### src/rtl/pesl_cfg.svh
`ifndef PESL_CFG_SVH
`define PESL_CFG_SVH

// register byte offsets on the slave port
`define PESL_OFF_CTRL 8'h00
`define PESL_OFF_LCNT 8'h04
`define PESL_OFF_UCNT 8'h08

// control register field positions and reset value
`define PESL_CTRL_LSEL_LSB 0
`define PESL_CTRL_USEL_LSB 8
`define PESL_CTRL_MODE_BIT 16
`define PESL_CTRL_RST 32'h0000_0000
`define PESL_CNT_RST 32'h0000_0000

// ahb transfer type bit that marks an active transfer
`define PESL_HTRANS_ACTIVE_BIT 1

// select codes handled by this block
`define PESL_L_REMOTE_WB 6'h19
`define PESL_L_LOCAL_MISS 6'h1A
`define PESL_L_TAG_RETRY 6'h1B
`define PESL_U_TAG_RETRY 6'h28
`define PESL_U_REMOTE_MISS 6'h29
`define PESL_L_SNOOP 6'h11
`define PESL_L_FLOW_PAUSE 6'h12
`define PESL_L_OWNED 6'h13
`define PESL_L_SW_MARKER 6'h14
`define PESL_U_SW_MARKER 6'h1C
`define PESL_L_FP_ADD 6'h18
`define PESL_U_FP_MUL 6'h27

// reserved select codes, one bit per code
`define PESL_L_RESERVED 64'hFFFF_FFC0_F000_0880
`define PESL_U_RESERVED 64'hFFFF_FC00_0080_0000

// marker instruction: set high part of the constant into the zero register
`define PESL_MARKER_IMM 20'hFC000
`define PESL_MARKER_WORD {2'h0, 5'h00, 3'h4, 22'(`PESL_MARKER_IMM >> 10)}

`endif

### src/rtl/pesl_pkg.sv
package pesl_pkg;

	// kind of system transaction issued by the core
	typedef enum logic [3:0] {
		PESL_TXN_NONE = 4'h0,
		PESL_TXN_READ_SHARE = 4'h1,
		PESL_TXN_READ_OWN = 4'h2,
		PESL_TXN_READ_STREAM = 4'h3,
		PESL_TXN_R_READ_SHARE = 4'h4,
		PESL_TXN_R_READ_OWN = 4'h5,
		PESL_TXN_R_READ_STREAM = 4'h6,
		PESL_TXN_R_WRITE_STREAM = 4'h7,
		PESL_TXN_R_WRITEBACK = 4'h8,
		PESL_TXN_WRITEBACK = 4'h9
	} pesl_txn_kind_t;

	// one transaction descriptor, valid for one cycle
	typedef struct packed {
		logic valid;
		logic local_phys_region;
		pesl_txn_kind_t kind;
		logic block_store_op;
		logic block_store_commit_op;
		logic store_owned_shared;
		logic tag_unexpected;
	} pesl_txn_t;

	// system interface, software and fp pipeline strobes
	typedef struct packed {
		logic remote_snoop;
		logic sys_clk_tick;
		logic flow_pause_out;
		logic bus_request;
		logic owned_in;
		logic fp_adder_done;
		logic fp_mult_done;
		logic instr_retire;
		logic [31:0] instr_word;
	} pesl_sys_ev_t;

	// decoded data locality events
	typedef struct packed {
		logic local_region_miss_event;
		logic tag_retry_event;
		logic remote_region_miss_event;
		logic remote_writeback_event;
	} pesl_loc_ev_t;

	// ahb-lite master to slave signals
	typedef struct packed {
		logic hsel;
		logic [31:0] haddr;
		logic [1:0] htrans;
		logic hwrite;
		logic [2:0] hsize;
		logic [31:0] hwdata;
		logic hready;
	} pesl_ahb_req_t;

	// ahb-lite slave to master signals
	typedef struct packed {
		logic hreadyout;
		logic hresp;
		logic [31:0] hrdata;
	} pesl_ahb_rsp_t;

endpackage : pesl_pkg

### src/rtl/pesl_counter.sv
`timescale 1ns/1ns
`include "pesl_cfg.svh"
module pesl_counter (
	// clock and reset
	input logic sys_clk,
	input logic reset,
	// software load
	input logic load,
	input logic [31:0] load_value,
	// event strobe
	input logic inc,
	// count
	output logic [31:0] count
);
	logic [31:0] count_reg; // running count

	// a software load wins over an event in the same cycle
	always_ff @(posedge sys_clk) begin
		if (reset) begin
			count_reg <= `PESL_CNT_RST;
		end else if (load) begin
			count_reg <= load_value;
		end else if (inc) begin
			count_reg <= count_reg + 32'h0000_0001;
		end
	end

	assign count = count_reg;

endmodule : pesl_counter

### src/rtl/pesl_event_decode.sv
`timescale 1ns/1ns
module pesl_event_decode (
	// transaction descriptor
	input pesl_pkg::pesl_txn_t txn,
	// locality counting mode
	input logic clustered_shared_memory_mode,
	// decoded events
	output pesl_pkg::pesl_loc_ev_t loc_ev,
	output logic retry_req,
	output pesl_pkg::pesl_txn_kind_t retry_kind
);
	import pesl_pkg::*;

	logic plain_read; // share, own or stream read in its plain form
	logic remote_form; // any remote-form transaction
	logic bst_cause; // write stream caused by block store or commit

	// classify the transaction kind
	always_comb begin
		plain_read = (txn.kind == PESL_TXN_READ_SHARE) ||
			(txn.kind == PESL_TXN_READ_OWN) || (txn.kind == PESL_TXN_READ_STREAM);
		remote_form = (txn.kind == PESL_TXN_R_READ_SHARE) ||
			(txn.kind == PESL_TXN_R_READ_OWN) || (txn.kind == PESL_TXN_R_READ_STREAM) ||
			(txn.kind == PESL_TXN_R_WRITE_STREAM) || (txn.kind == PESL_TXN_R_WRITEBACK);
		bst_cause = txn.block_store_op || txn.block_store_commit_op;
	end

	// a plain read that meets an unexpected tag is retried, local region only
	assign retry_req = txn.valid && txn.local_phys_region && plain_read && txn.tag_unexpected;

	// the retry goes out in the remote form of the same read
	always_comb begin
		unique case (txn.kind)
			PESL_TXN_READ_SHARE: retry_kind = PESL_TXN_R_READ_SHARE;
			PESL_TXN_READ_OWN: retry_kind = PESL_TXN_R_READ_OWN;
			PESL_TXN_READ_STREAM: retry_kind = PESL_TXN_R_READ_STREAM;
			default: retry_kind = PESL_TXN_NONE;
		endcase
	end

	// the four locality sources; all held quiet outside the clustered mode
	always_comb begin
		loc_ev.local_region_miss_event = clustered_shared_memory_mode && txn.valid &&
			txn.local_phys_region && plain_read;
		loc_ev.tag_retry_event = clustered_shared_memory_mode && retry_req;
		loc_ev.remote_region_miss_event = clustered_shared_memory_mode && txn.valid && (
			(remote_form && !txn.local_phys_region) ||
			((txn.kind == PESL_TXN_R_WRITE_STREAM) && bst_cause) ||
			((txn.kind == PESL_TXN_R_READ_OWN) && txn.local_phys_region &&
			txn.store_owned_shared));
		loc_ev.remote_writeback_event = clustered_shared_memory_mode && txn.valid &&
			(txn.kind == PESL_TXN_R_WRITEBACK) && !txn.local_phys_region;
	end

endmodule : pesl_event_decode

### src/rtl/pesl_top.sv
`timescale 1ns/1ns
`include "pesl_cfg.svh"
module pesl_top (
	// clock and reset
	input logic sys_clk,
	input logic reset,
	// ahb-lite slave port
	input pesl_pkg::pesl_ahb_req_t ahb_req,
	output pesl_pkg::pesl_ahb_rsp_t ahb_rsp,
	// event sources
	input pesl_pkg::pesl_txn_t txn,
	input pesl_pkg::pesl_sys_ev_t sys_ev,
	input logic [63:0] ext_lower_events,
	input logic [63:0] ext_upper_events,
	// retry reissue request
	output logic retry_issue_valid,
	output pesl_pkg::pesl_txn_kind_t retry_issue_kind,
	// counter values
	output logic [31:0] lower_event_counter,
	output logic [31:0] upper_event_counter
);
	import pesl_pkg::*;

	// bus decode
	logic addr_take; // address phase accepted this cycle
	logic wr_dp_reg; // write data phase pending
	logic [7:0] wr_off_reg; // offset of pending write
	logic [31:0] hrdata_reg; // read data for the data phase
	logic [31:0] rd_value; // value of addressed register
	logic ctrl_wr; // control register written now
	logic lcnt_wr; // lower counter loaded now
	logic ucnt_wr; // upper counter loaded now

	// control state
	logic [5:0] lower_event_select_reg;
	logic [5:0] upper_event_select_reg;
	logic ssm_mode_reg; // clustered_shared_memory_mode
	logic [31:0] ctrl_view; // control register as read
	logic [31:0] ctrl_next; // control register after this cycle

	// event paths
	pesl_loc_ev_t loc_ev;
	logic retry_req;
	pesl_txn_kind_t retry_kind;
	logic marker_hit; // marker instruction retired
	logic [63:0] lower_src; // event per lower code before masking
	logic [63:0] upper_src; // event per upper code before masking
	logic [63:0] lower_vec; // event per lower code, reserved removed
	logic [63:0] upper_vec; // event per upper code, reserved removed
	logic lower_inc;
	logic upper_inc;

	// retry output state
	logic retry_valid_reg;
	pesl_txn_kind_t retry_kind_reg;

	// accept an address phase on an active, selected, ready transfer
	assign addr_take = ahb_req.hsel && ahb_req.htrans[`PESL_HTRANS_ACTIVE_BIT] && ahb_req.hready;

	// zero wait state slave; every answer is okay
	always_comb begin
		ahb_rsp.hreadyout = 1'b1;
		ahb_rsp.hresp = 1'b0;
		ahb_rsp.hrdata = hrdata_reg;
	end

	// remember a write until its data arrives in the next cycle
	always_ff @(posedge sys_clk) begin
		if (reset) begin
			wr_dp_reg <= 1'b0;
			wr_off_reg <= 8'h00;
		end else begin
			wr_dp_reg <= addr_take && ahb_req.hwrite;
			wr_off_reg <= ahb_req.haddr[7:0];
		end
	end

	// write strobes in the data phase; other offsets are ignored
	assign ctrl_wr = wr_dp_reg && (wr_off_reg == `PESL_OFF_CTRL);
	assign lcnt_wr = wr_dp_reg && (wr_off_reg == `PESL_OFF_LCNT);
	assign ucnt_wr = wr_dp_reg && (wr_off_reg == `PESL_OFF_UCNT);

	// control view and its next value, unused bits read zero
	always_comb begin
		ctrl_view = `PESL_CTRL_RST;
		ctrl_view[`PESL_CTRL_LSEL_LSB +: 6] = lower_event_select_reg;
		ctrl_view[`PESL_CTRL_USEL_LSB +: 6] = upper_event_select_reg;
		ctrl_view[`PESL_CTRL_MODE_BIT] = ssm_mode_reg;
		ctrl_next = ctrl_view;
		if (ctrl_wr) begin
			ctrl_next = `PESL_CTRL_RST;
			ctrl_next[`PESL_CTRL_LSEL_LSB +: 6] = ahb_req.hwdata[`PESL_CTRL_LSEL_LSB +: 6];
			ctrl_next[`PESL_CTRL_USEL_LSB +: 6] = ahb_req.hwdata[`PESL_CTRL_USEL_LSB +: 6];
			ctrl_next[`PESL_CTRL_MODE_BIT] = ahb_req.hwdata[`PESL_CTRL_MODE_BIT];
		end
	end

	// control register; selects are independent fields
	always_ff @(posedge sys_clk) begin
		if (reset) begin
			lower_event_select_reg <= 6'h00;
			upper_event_select_reg <= 6'h00;
			ssm_mode_reg <= 1'b0;
		end else if (ctrl_wr) begin
			lower_event_select_reg <= ctrl_next[`PESL_CTRL_LSEL_LSB +: 6];
			upper_event_select_reg <= ctrl_next[`PESL_CTRL_USEL_LSB +: 6];
			ssm_mode_reg <= ctrl_next[`PESL_CTRL_MODE_BIT];
		end
	end

	// read mux forwards a write landing in the same cycle, so a read
	// right behind a write sees the new value rather than a stale one
	always_comb begin
		unique case (ahb_req.haddr[7:0])
			`PESL_OFF_CTRL: rd_value = ctrl_next;
			`PESL_OFF_LCNT: rd_value = lcnt_wr ? ahb_req.hwdata : lower_event_counter;
			`PESL_OFF_UCNT: rd_value = ucnt_wr ? ahb_req.hwdata : upper_event_counter;
			default: rd_value = 32'h0000_0000; // unmapped reads zero
		endcase
	end

	// read data captured at the address phase, shown in the data phase
	always_ff @(posedge sys_clk) begin
		if (reset) begin
			hrdata_reg <= 32'h0000_0000;
		end else if (addr_take && !ahb_req.hwrite) begin
			hrdata_reg <= rd_value;
		end
	end

	// locality classification of the transaction stream
	pesl_event_decode u_decode (
		.txn(txn),
		.clustered_shared_memory_mode(ssm_mode_reg),
		.loc_ev(loc_ev),
		.retry_req(retry_req),
		.retry_kind(retry_kind)
	);

	// marker instruction: full word compare, so look-alikes with other
	// destinations or constants do not count
	assign marker_hit = sys_ev.instr_retire && (sys_ev.instr_word == `PESL_MARKER_WORD);

	// own events override the external vectors at their codes
	always_comb begin
		lower_src = ext_lower_events;
		upper_src = ext_upper_events;
		lower_src[`PESL_L_LOCAL_MISS] = loc_ev.local_region_miss_event;
		lower_src[`PESL_L_TAG_RETRY] = loc_ev.tag_retry_event;
		upper_src[`PESL_U_TAG_RETRY] = loc_ev.tag_retry_event;
		upper_src[`PESL_U_REMOTE_MISS] = loc_ev.remote_region_miss_event;
		lower_src[`PESL_L_REMOTE_WB] = loc_ev.remote_writeback_event;
		lower_src[`PESL_L_SNOOP] = sys_ev.remote_snoop;
		// counted in system clock cycles: one tick per system cycle
		lower_src[`PESL_L_FLOW_PAUSE] = sys_ev.flow_pause_out && sys_ev.sys_clk_tick;
		lower_src[`PESL_L_OWNED] = sys_ev.bus_request && sys_ev.owned_in;
		lower_src[`PESL_L_SW_MARKER] = marker_hit;
		upper_src[`PESL_U_SW_MARKER] = marker_hit;
		lower_src[`PESL_L_FP_ADD] = sys_ev.fp_adder_done;
		upper_src[`PESL_U_FP_MUL] = sys_ev.fp_mult_done;
	end

	// reserved codes are forced quiet, per code
	for (genvar i = 0; i < 64; i++) begin : g_mask
		localparam logic [63:0] LRES = `PESL_L_RESERVED;
		localparam logic [63:0] URES = `PESL_U_RESERVED;
		assign lower_vec[i] = lower_src[i] && !LRES[i];
		assign upper_vec[i] = upper_src[i] && !URES[i];
	end

	// each counter picks its own event
	assign lower_inc = lower_vec[lower_event_select_reg];
	assign upper_inc = upper_vec[upper_event_select_reg];

	// lower counter
	pesl_counter u_lower (
		.sys_clk(sys_clk),
		.reset(reset),
		.load(lcnt_wr),
		.load_value(ahb_req.hwdata),
		.inc(lower_inc),
		.count(lower_event_counter)
	);

	// upper counter
	pesl_counter u_upper (
		.sys_clk(sys_clk),
		.reset(reset),
		.load(ucnt_wr),
		.load_value(ahb_req.hwdata),
		.inc(upper_inc),
		.count(upper_event_counter)
	);

	// retry reissue strobe, one cycle after the offending transaction
	always_ff @(posedge sys_clk) begin
		if (reset) begin
			retry_valid_reg <= 1'b0;
			retry_kind_reg <= PESL_TXN_NONE;
		end else begin
			retry_valid_reg <= retry_req;
			retry_kind_reg <= retry_req ? retry_kind : PESL_TXN_NONE;
		end
	end

	assign retry_issue_valid = retry_valid_reg;
	assign retry_issue_kind = retry_kind_reg;
endmodule : pesl_top

### config.mk
export PLATFORM = sky130hd
export DESIGN_NAME = pesl_top
export DESIGN_NICKNAME = d
export VERILOG_FILES = /design/src/rtl/pesl_pkg.sv /design/src/rtl/pesl_counter.sv /design/src/rtl/pesl_event_decode.sv /design/src/rtl/pesl_top.sv
export VERILOG_INCLUDE_DIRS = /design/src /design/src/rtl
export SDC_FILE = /design/constraint.sdc
export NUM_CORES = 1
export LEC_CHECK = 0
export ABC_AREA = 1
export BUFFER_PORTS_ARGS = -buffer_cell sky130_fd_sc_hd__buf_2
export CORE_UTILIZATION = 42
export DETAILED_ROUTE_END_ITERATION = 7
export PLACE_DENSITY = 0.7
export SYNTH_ARGS = -nofsm -noshare
export SYNTH_HDL_FRONTEND = slang
export SYNTH_HIERARCHICAL = 1
export SYNTH_SLANG_ARGS = --single-unit
### constraint.sdc
create_clock -name sys_clk -period 5.65 [get_ports sys_clk]
set_input_delay 1.4125 -clock sys_clk [delete_from_list [all_inputs] [get_ports sys_clk]]
set_output_delay 1.4125 -clock sys_clk [all_outputs]
set_load 0.01 [all_outputs]
==> reports/metrics.yaml, run 1 <==
worst-setup-path-type: "input pin to flop"
postRouteAntennaNets: 0
stdcell_count: 2005
synthCells: 1496
min_period_ns: 3.70
synth.avg_cell_area_um2: 6.21
crit_arrival_ns: 4.06
crit_top_cell: "nand2_1"
num_vias: 10400
firstDrtPassIters: 5
n_antenna_cell: 0
io_pins: 355
crit_slowest_cell: "nor2_2"
cts_tree: "built"
syn_area_um2: 9290
fmax_mhz: 270
final_cell_mix: "479 x nand2_1, 256 x buf_2, 169 x nor2_1"
synth_seq_cells: 123
row_count: 54
use_met3_pct: 5.70
cts.sinks: 123
viasPerCell: 5.20
clockRootBuffer: "clkbuf_16"
path_delay_family: "simple AND/OR/NAND/NOR gates"
htree_levels: 4
vdd_drop_max_uv: 184
fin_nets: 1966
path_buf_inv: 2
cts-buffers-inserted: 17
clkLatencyLatePin_ns: 0.42
place_congestion: 0.943
timing.slew.headroom_pct: 9.57
grt_max_degree: 78
drive_gt1_share_pct: 26.6
dieArea_um2: 22700
fin_area_um2: 11200
synth_cell_type_count: 50
core-area_um2: 21800
rsz0062_at_grt: "no"
die_h_um: 151
busiest_layer: "met2"
power.leakage_nw: 5.12
cts_setup_buffers: 0
power.density_nw_per_um2: 195
crit_fanout: 27
cts_resized: 0
synthToLayoutAreaGrowth_pct: 20.7
cts_buffer_depth: 2
finalHoldViolations: 0
overflow: 0
io_buffers: 257
seq_area_frac_synth_pct: 26.5
grt_pass1_wl_mm: 48.4
drcViolationCount: 0
clkTransAtPathRegs_ns: 0.06
post-route-period-util_pct: 65.5
startpoint_type: "input pin"
maxCapViolations: 0
die_x_um: 151
tightest_slew_ns: 1.35
dp.cells: 1973
grt_use_total_pct: 27.9
final_common_cell: "nand2_1"
slowest_delay_ns: 1.07
totalWireLength_mm: 32.1
start_util_pct: 42.7
end_kind: "flop"
status: "finished clean"
met2_usage_pct: 47.3
antenna_found_initial: 1
final-setup-viol-count: 0
critPathRequiredTime_ns: 6.00
hold_path.class: "flop to flop"
gr-usage-met1_pct: 32.6
drt_iter0_drc: 796
slew_viol_final: 0
mappedNetlistNets: 1750
setup_tns_ns: 0
ctsHoldBuffers: 0
grt_pass1_vias: 9268
skew_ns: 0.0101
ys_warn_count: 6
dpl-instance-area_um2: 10600
post_drt_wl_per_cell_um: 16.0
place_hpwl_mm: 24.4
cp_cell_sequence: "buf_2 -> inv_1 -> nand2_1 -> nand2_1 -> nand2_1 -> nor2_1 -> nor2_2 -> nor2_1 -> o41ai_1 -> nand3_1 -> nand2_1 -> nor2_2 -> a22oi_1 -> a21oi_2"
==> cells in the mapped netlist, drive strengths merged <==
library cell | number | area, µm²
buf | 38 | 279
o21ai | 39 | 195
dlymetal6s2s | 1 | 12.5
a221oi | 1 | 8.76
and2 | 2 | 12.5
a32oi | 1 | 8.76
a22oi | 48 | 360
nor2 | 209 | 1020
inv | 166 | 623
xor2 | 16 | 140
nor3 | 5 | 35.0
nand3 | 157 | 871
conb | 3 | 11.3
o211ai | 32 | 305
a31oi | 8 | 50.1
nand3b | 1 | 7.51
o22ai | 1 | 6.26
or2 | 26 | 163
a21boi | 1 | 7.51
dfxtp | 123 | 2460
nand2 | 498 | 1950
a41oi | 1 | 8.76
o41ai | 1 | 8.76
o21a | 1 | 7.51
nor4 | 3 | 55.1
xnor2 | 5 | 43.8
nand4 | 2 | 27.5
clkbuf | 28 | 105
nor3b | 1 | 7.51
a21oi | 76 | 467
ha | 2 | 25.0
==> path summary, 6_finish.rpt <==
path,endpoint,cells past startpoint,slack (ns),start
max,u_upper/count[24],14,1.95,txn[3]
min,hrdata_reg[19],2,0.47,hrdata_reg[19]
max reg2reg,u_upper/count[24],14,2.06,upper_event_select_reg[0]
min reg2reg,hrdata_reg[19],2,0.47,hrdata_reg[19]
==> where the power goes <==
part	switching, mW	internal [mW]	total (mW)
registers	0.00913	0.877	0.886
clock network	0.426	0.674	1.10
logic	0.126	0.0691	0.195
total	0.561	1.62	2.18
==> tightest hold or removal path, delay by kind of cell (launching register included) <==
| kind | cells | cell delay (ns) |
|---|---|---|
| AND/OR/NAND/NOR | 1 | 0.07 |
| AO/OA/AOI/OAI | 1 | 0.05 |
| flip-flops | 1 | 0.30 |
==> metal layers <==
| metal | share of wire [%] | routed length (µm) |
|---|---|---|
| met1 | 40 | 12800 |
| met2 | 47 | 15100 |
| met3 | 8.1 | 2610 |
| met4 | 5.1 | 1620 |
| met5 | 0.041 | 13 |
==> logic make-up after synthesis <==
kind of cell | share of synthesized area [%]
simple gates | 44.7
buf+inv | 11.0
compound gates | 15.4
flops | 26.5
xor+xnor | 1.98
other cells | 0.121
fa+ha+maj | 0.269
==> stage by stage <==
step | hold WS [ns] | setup WS (ns) | total power, mW | utilization, %
final | 0.472 | 1.95 | 2.18 | 51.5
after global routing | 0.492 | 1.71 | 2.25 | 51.5
after CTS | 0.474 | 2.06 | 2.20 | 51.5
after detailed placement | 0.464 | 1.62 | 1.10 | 48.8
after global placement | 0.458 | 1.71 | 1.10 | 48.8
after floorplan | 0.490 | 2.55 | 0.997 | -
==> cell type report <==
| type | count | area, µm² |
|---|---|---|
| clock buffers | 19 | 453 |
| fillers | 2303 | 10500 |
| repair buffers | 264 | 1350 |
| flip-flops and latches | 123 | 2460 |
| multi-input cells | 1140 | 5820 |
| clock inverters | 13 | 144 |
| inverters | 166 | 623 |
| well taps | 280 | 350 |
Power figures use the tool's default switching activity.
==> inputs of run 2 (changes only) <==
--- a/config.mk
+++ b/config.mk
@@ -10,7 +10,7 @@
 export BUFFER_PORTS_ARGS = -buffer_cell sky130_fd_sc_hd__buf_2
 export CORE_UTILIZATION = 42
 export DETAILED_ROUTE_END_ITERATION = 7
-export PLACE_DENSITY = 0.7
+export PLACE_DENSITY = 0.73
 export SYNTH_ARGS = -nofsm -noshare
 export SYNTH_HDL_FRONTEND = slang
 export SYNTH_HIERARCHICAL = 1
==> constraint.sdc (replaced) <==
create_clock -name sys_clk -period 3.13 [get_ports sys_clk]
set_input_delay 0.7825 -clock sys_clk [delete_from_list [all_inputs] [get_ports sys_clk]]
set_output_delay 0.7825 -clock sys_clk [all_outputs]
set_load 0.01 [all_outputs]
==> run 2 against run 1 <==
Against the previous run:
- final cell count up 0.80%
- cell area up 1.4%
- clock power increased by 85%
- critical path depth did not move
- routed wire length is 2.5% higher
- global-route usage up 0.71 points
- flip-flop and latch count is the same
- via count up 2.2%
- clock skew up 0.0032 ns
- worst setup slack worse by 1.7 ns
==> reports/metrics.yaml, run 2 (synthesis gave the netlist of run 1 again) <==
crit_slowest_cell: "nor2_2"
crit_fanout: 27  # unchanged
die_h_um: 151  # unchanged
worst-setup-path-type: "input pin to flop"
cts_tree: "built"
status: "finished clean"
dp.cells: 1986  # +0.66%
postRouteAntennaNets: 0  # unchanged
antenna_found_initial: 2  # +1
cts_resized: 0  # unchanged
reg2reg_slack_ns: 0.32  # -1.74 ns
hold_end: "hrdata_reg[22]"
multiInputGateArea_um2: 5820  # unchanged
stdcell_count: 2021  # +0.80%
path_delay_family: "simple AND/OR/NAND/NOR gates"
finalHoldViolations: 0  # unchanged
maxCapViolations: 0  # unchanged
start_util_pct: 42.7  # unchanged
hold_path.class: "flop to flop"
grt_use_total_pct: 28.6  # +0.71 points
min_period_ns: 2.84
power.density_nw_per_um2: 353  # +81%
synthToLayoutAreaGrowth_pct: 22.3
viasPerCell: 5.27  # +1.4%
final_cell_mix: "479 x nand2_1, 256 x buf_2, 169 x nor2_1"
clockRootBuffer: "clkbuf_16"
reg2reg_depth: 10  # -4
crit_top_cell: "nand2_1"
row_count: 54  # unchanged
final-setup-viol-count: 0  # unchanged
fmax_mhz: 352
place_hpwl_mm: 25.0  # +2.6%
whs_ns: 0.463  # -0.00866 ns
ctsHoldBuffers: 0  # unchanged
rsz0062_at_grt: "no"
core-area_um2: 21800  # unchanged
io_buffers: 257  # unchanged
io_pins: 355  # unchanged
worst_slack_ns: 0.286  # -1.66 ns
pre_cts_slack_ns: -0.100  # -1.72 ns
vdd_drop_max_uv: 374  # +100%
drt_iter0_drc: 797  # +0.13%
cts.sinks: 123  # unchanged
fillers: 2188  # -5.0%
clkLatencyLatePin_ns: 0.43  # about the same
rr_endpoint: "u_upper/count[25]"
end_kind: "flop"
skew_ns: 0.0133  # +0.00325 ns
firstDrtPassIters: 8  # +3
tightest_slew_ns: 1.27  # -0.0858 ns
hp-start: "hrdata_reg[22]"
overflow: 0  # unchanged
grt_pass1_wl_mm: 49.6  # +2.3%
grt_max_degree: 93  # +19%
final_common_cell: "nand2_1"
hold_depth: 2  # unchanged
startpoint_type: "input pin"
totalWireLength_mm: 32.9  # +2.5%
die_x_um: 151  # unchanged
drive_gt1_share_pct: 27.0  # +0.38 points
post_drt_wl_per_cell_um: 16.3  # +1.7%
path_buf_inv: 2  # unchanged
cts_setup_buffers: 0  # unchanged
p_total_mw: 4.01  # +84%
slew_viol_final: 0  # unchanged
r2r-start: "upper_event_select_reg[1]"
cp_cell_sequence: "buf_2 -> inv_1 -> nand2_1 -> nand2_1 -> nand2_1 -> nor2_1 -> nor2_2 -> nor2_1 -> o41ai_1 -> nand3_1 -> nand2_1 -> nor2_2 -> a22oi_1 -> a21oi_1"
post-route-period-util_pct: 90.9
dieArea_um2: 22700  # unchanged
setup_tns_ns: 0  # unchanged
timing.slew.headroom_pct: 15.3  # +5.7 points
slowest_delay_ns: 0.95  # -0.12 ns
htree_levels: 4  # unchanged
critPathRequiredTime_ns: 3.48  # -2.52 ns
crit_arrival_ns: 3.19  # -0.87 ns
cts-buffers-inserted: 17  # unchanged
power.leakage_nw: 5.20  # +1.7%
grt_pass1_vias: 9601  # +3.6%
clkTransAtPathRegs_ns: 0.06  # about the same
place_congestion: 0.959  # +1.7%
drcViolationCount: 0  # unchanged
fin_nets: 1979  # +0.66%
cts_buffer_depth: 2  # unchanged
num_vias: 10600  # +2.2%
register_area_um2: 2460  # unchanged
==> run 2: worst max-delay path by stage <==
| stage | from | to | slack (ns) | cells after the start |
|---|---|---|---|---|
| 2_1_floorplan | txn[9] | u_upper/count[24] | 0.66 | 16 |
| 3_3_place_gp | txn[3] | u_upper/count[24] | -0.03 | 14 |
| 3_5_place_dp | txn[3] | u_upper/count[16] | -0.10 | 14 |
| 4_1_cts | upper_event_select_reg[1] | u_upper/count[16] | 0.34 | 10 |
| 5_1_grt | upper_event_select_reg[1] | u_upper/count[16] | 0.15 | 10 |
| 6_report | txn[3] | u_upper/count[25] | 0.29 | 14 |
==> run 2: cell type report <==
cell class,instances,share of cell area [%]
clock inverters,11,1.28
diodes,3,0.0661
clock buffers,21,3.96
multi-input cells,1140,51.2
flip-flops and latches,123,21.7
inverters,166,5.48
repair buffers,277,13.2
well taps,280,3.08
==> run 2: worst register-to-register path: cells and delay by family (launching register included) <==
kind	cells	cell delay, ns
compound gates	3	0.67
buf+inv	1	0.10
flops	1	0.47
simple gates	6	1.47
==> run 2: per-stage QoR <==
step	cell area (µm²)	utilization, %
2_1_floorplan	9290	-
3_3_place_gp	10800	49.5
3_5_place_dp	10800	49.5
4_1_cts	11400	52.2
5_1_grt	11400	52.2
6_report	11400	52.2
==> run 2: power by group <==
| part | switching (mW) | internal (mW) |
|---|---|---|
| Sequential | 0.0161 | 1.58 |
| Combinational | 0.234 | 0.139 |
| Clock | 0.768 | 1.27 |
==> run 2: metal layers <==
metal / vias up / track usage (%) / wire length (µm)
met5: - / 0 / 0
met4: 0 / 17.2 / 1640
met3: 93 / 5.33 / 2660
met2: 488 / 49.6 / 15800
met1: 4820 / 32.5 / 12800
li1: 5242 / - / -
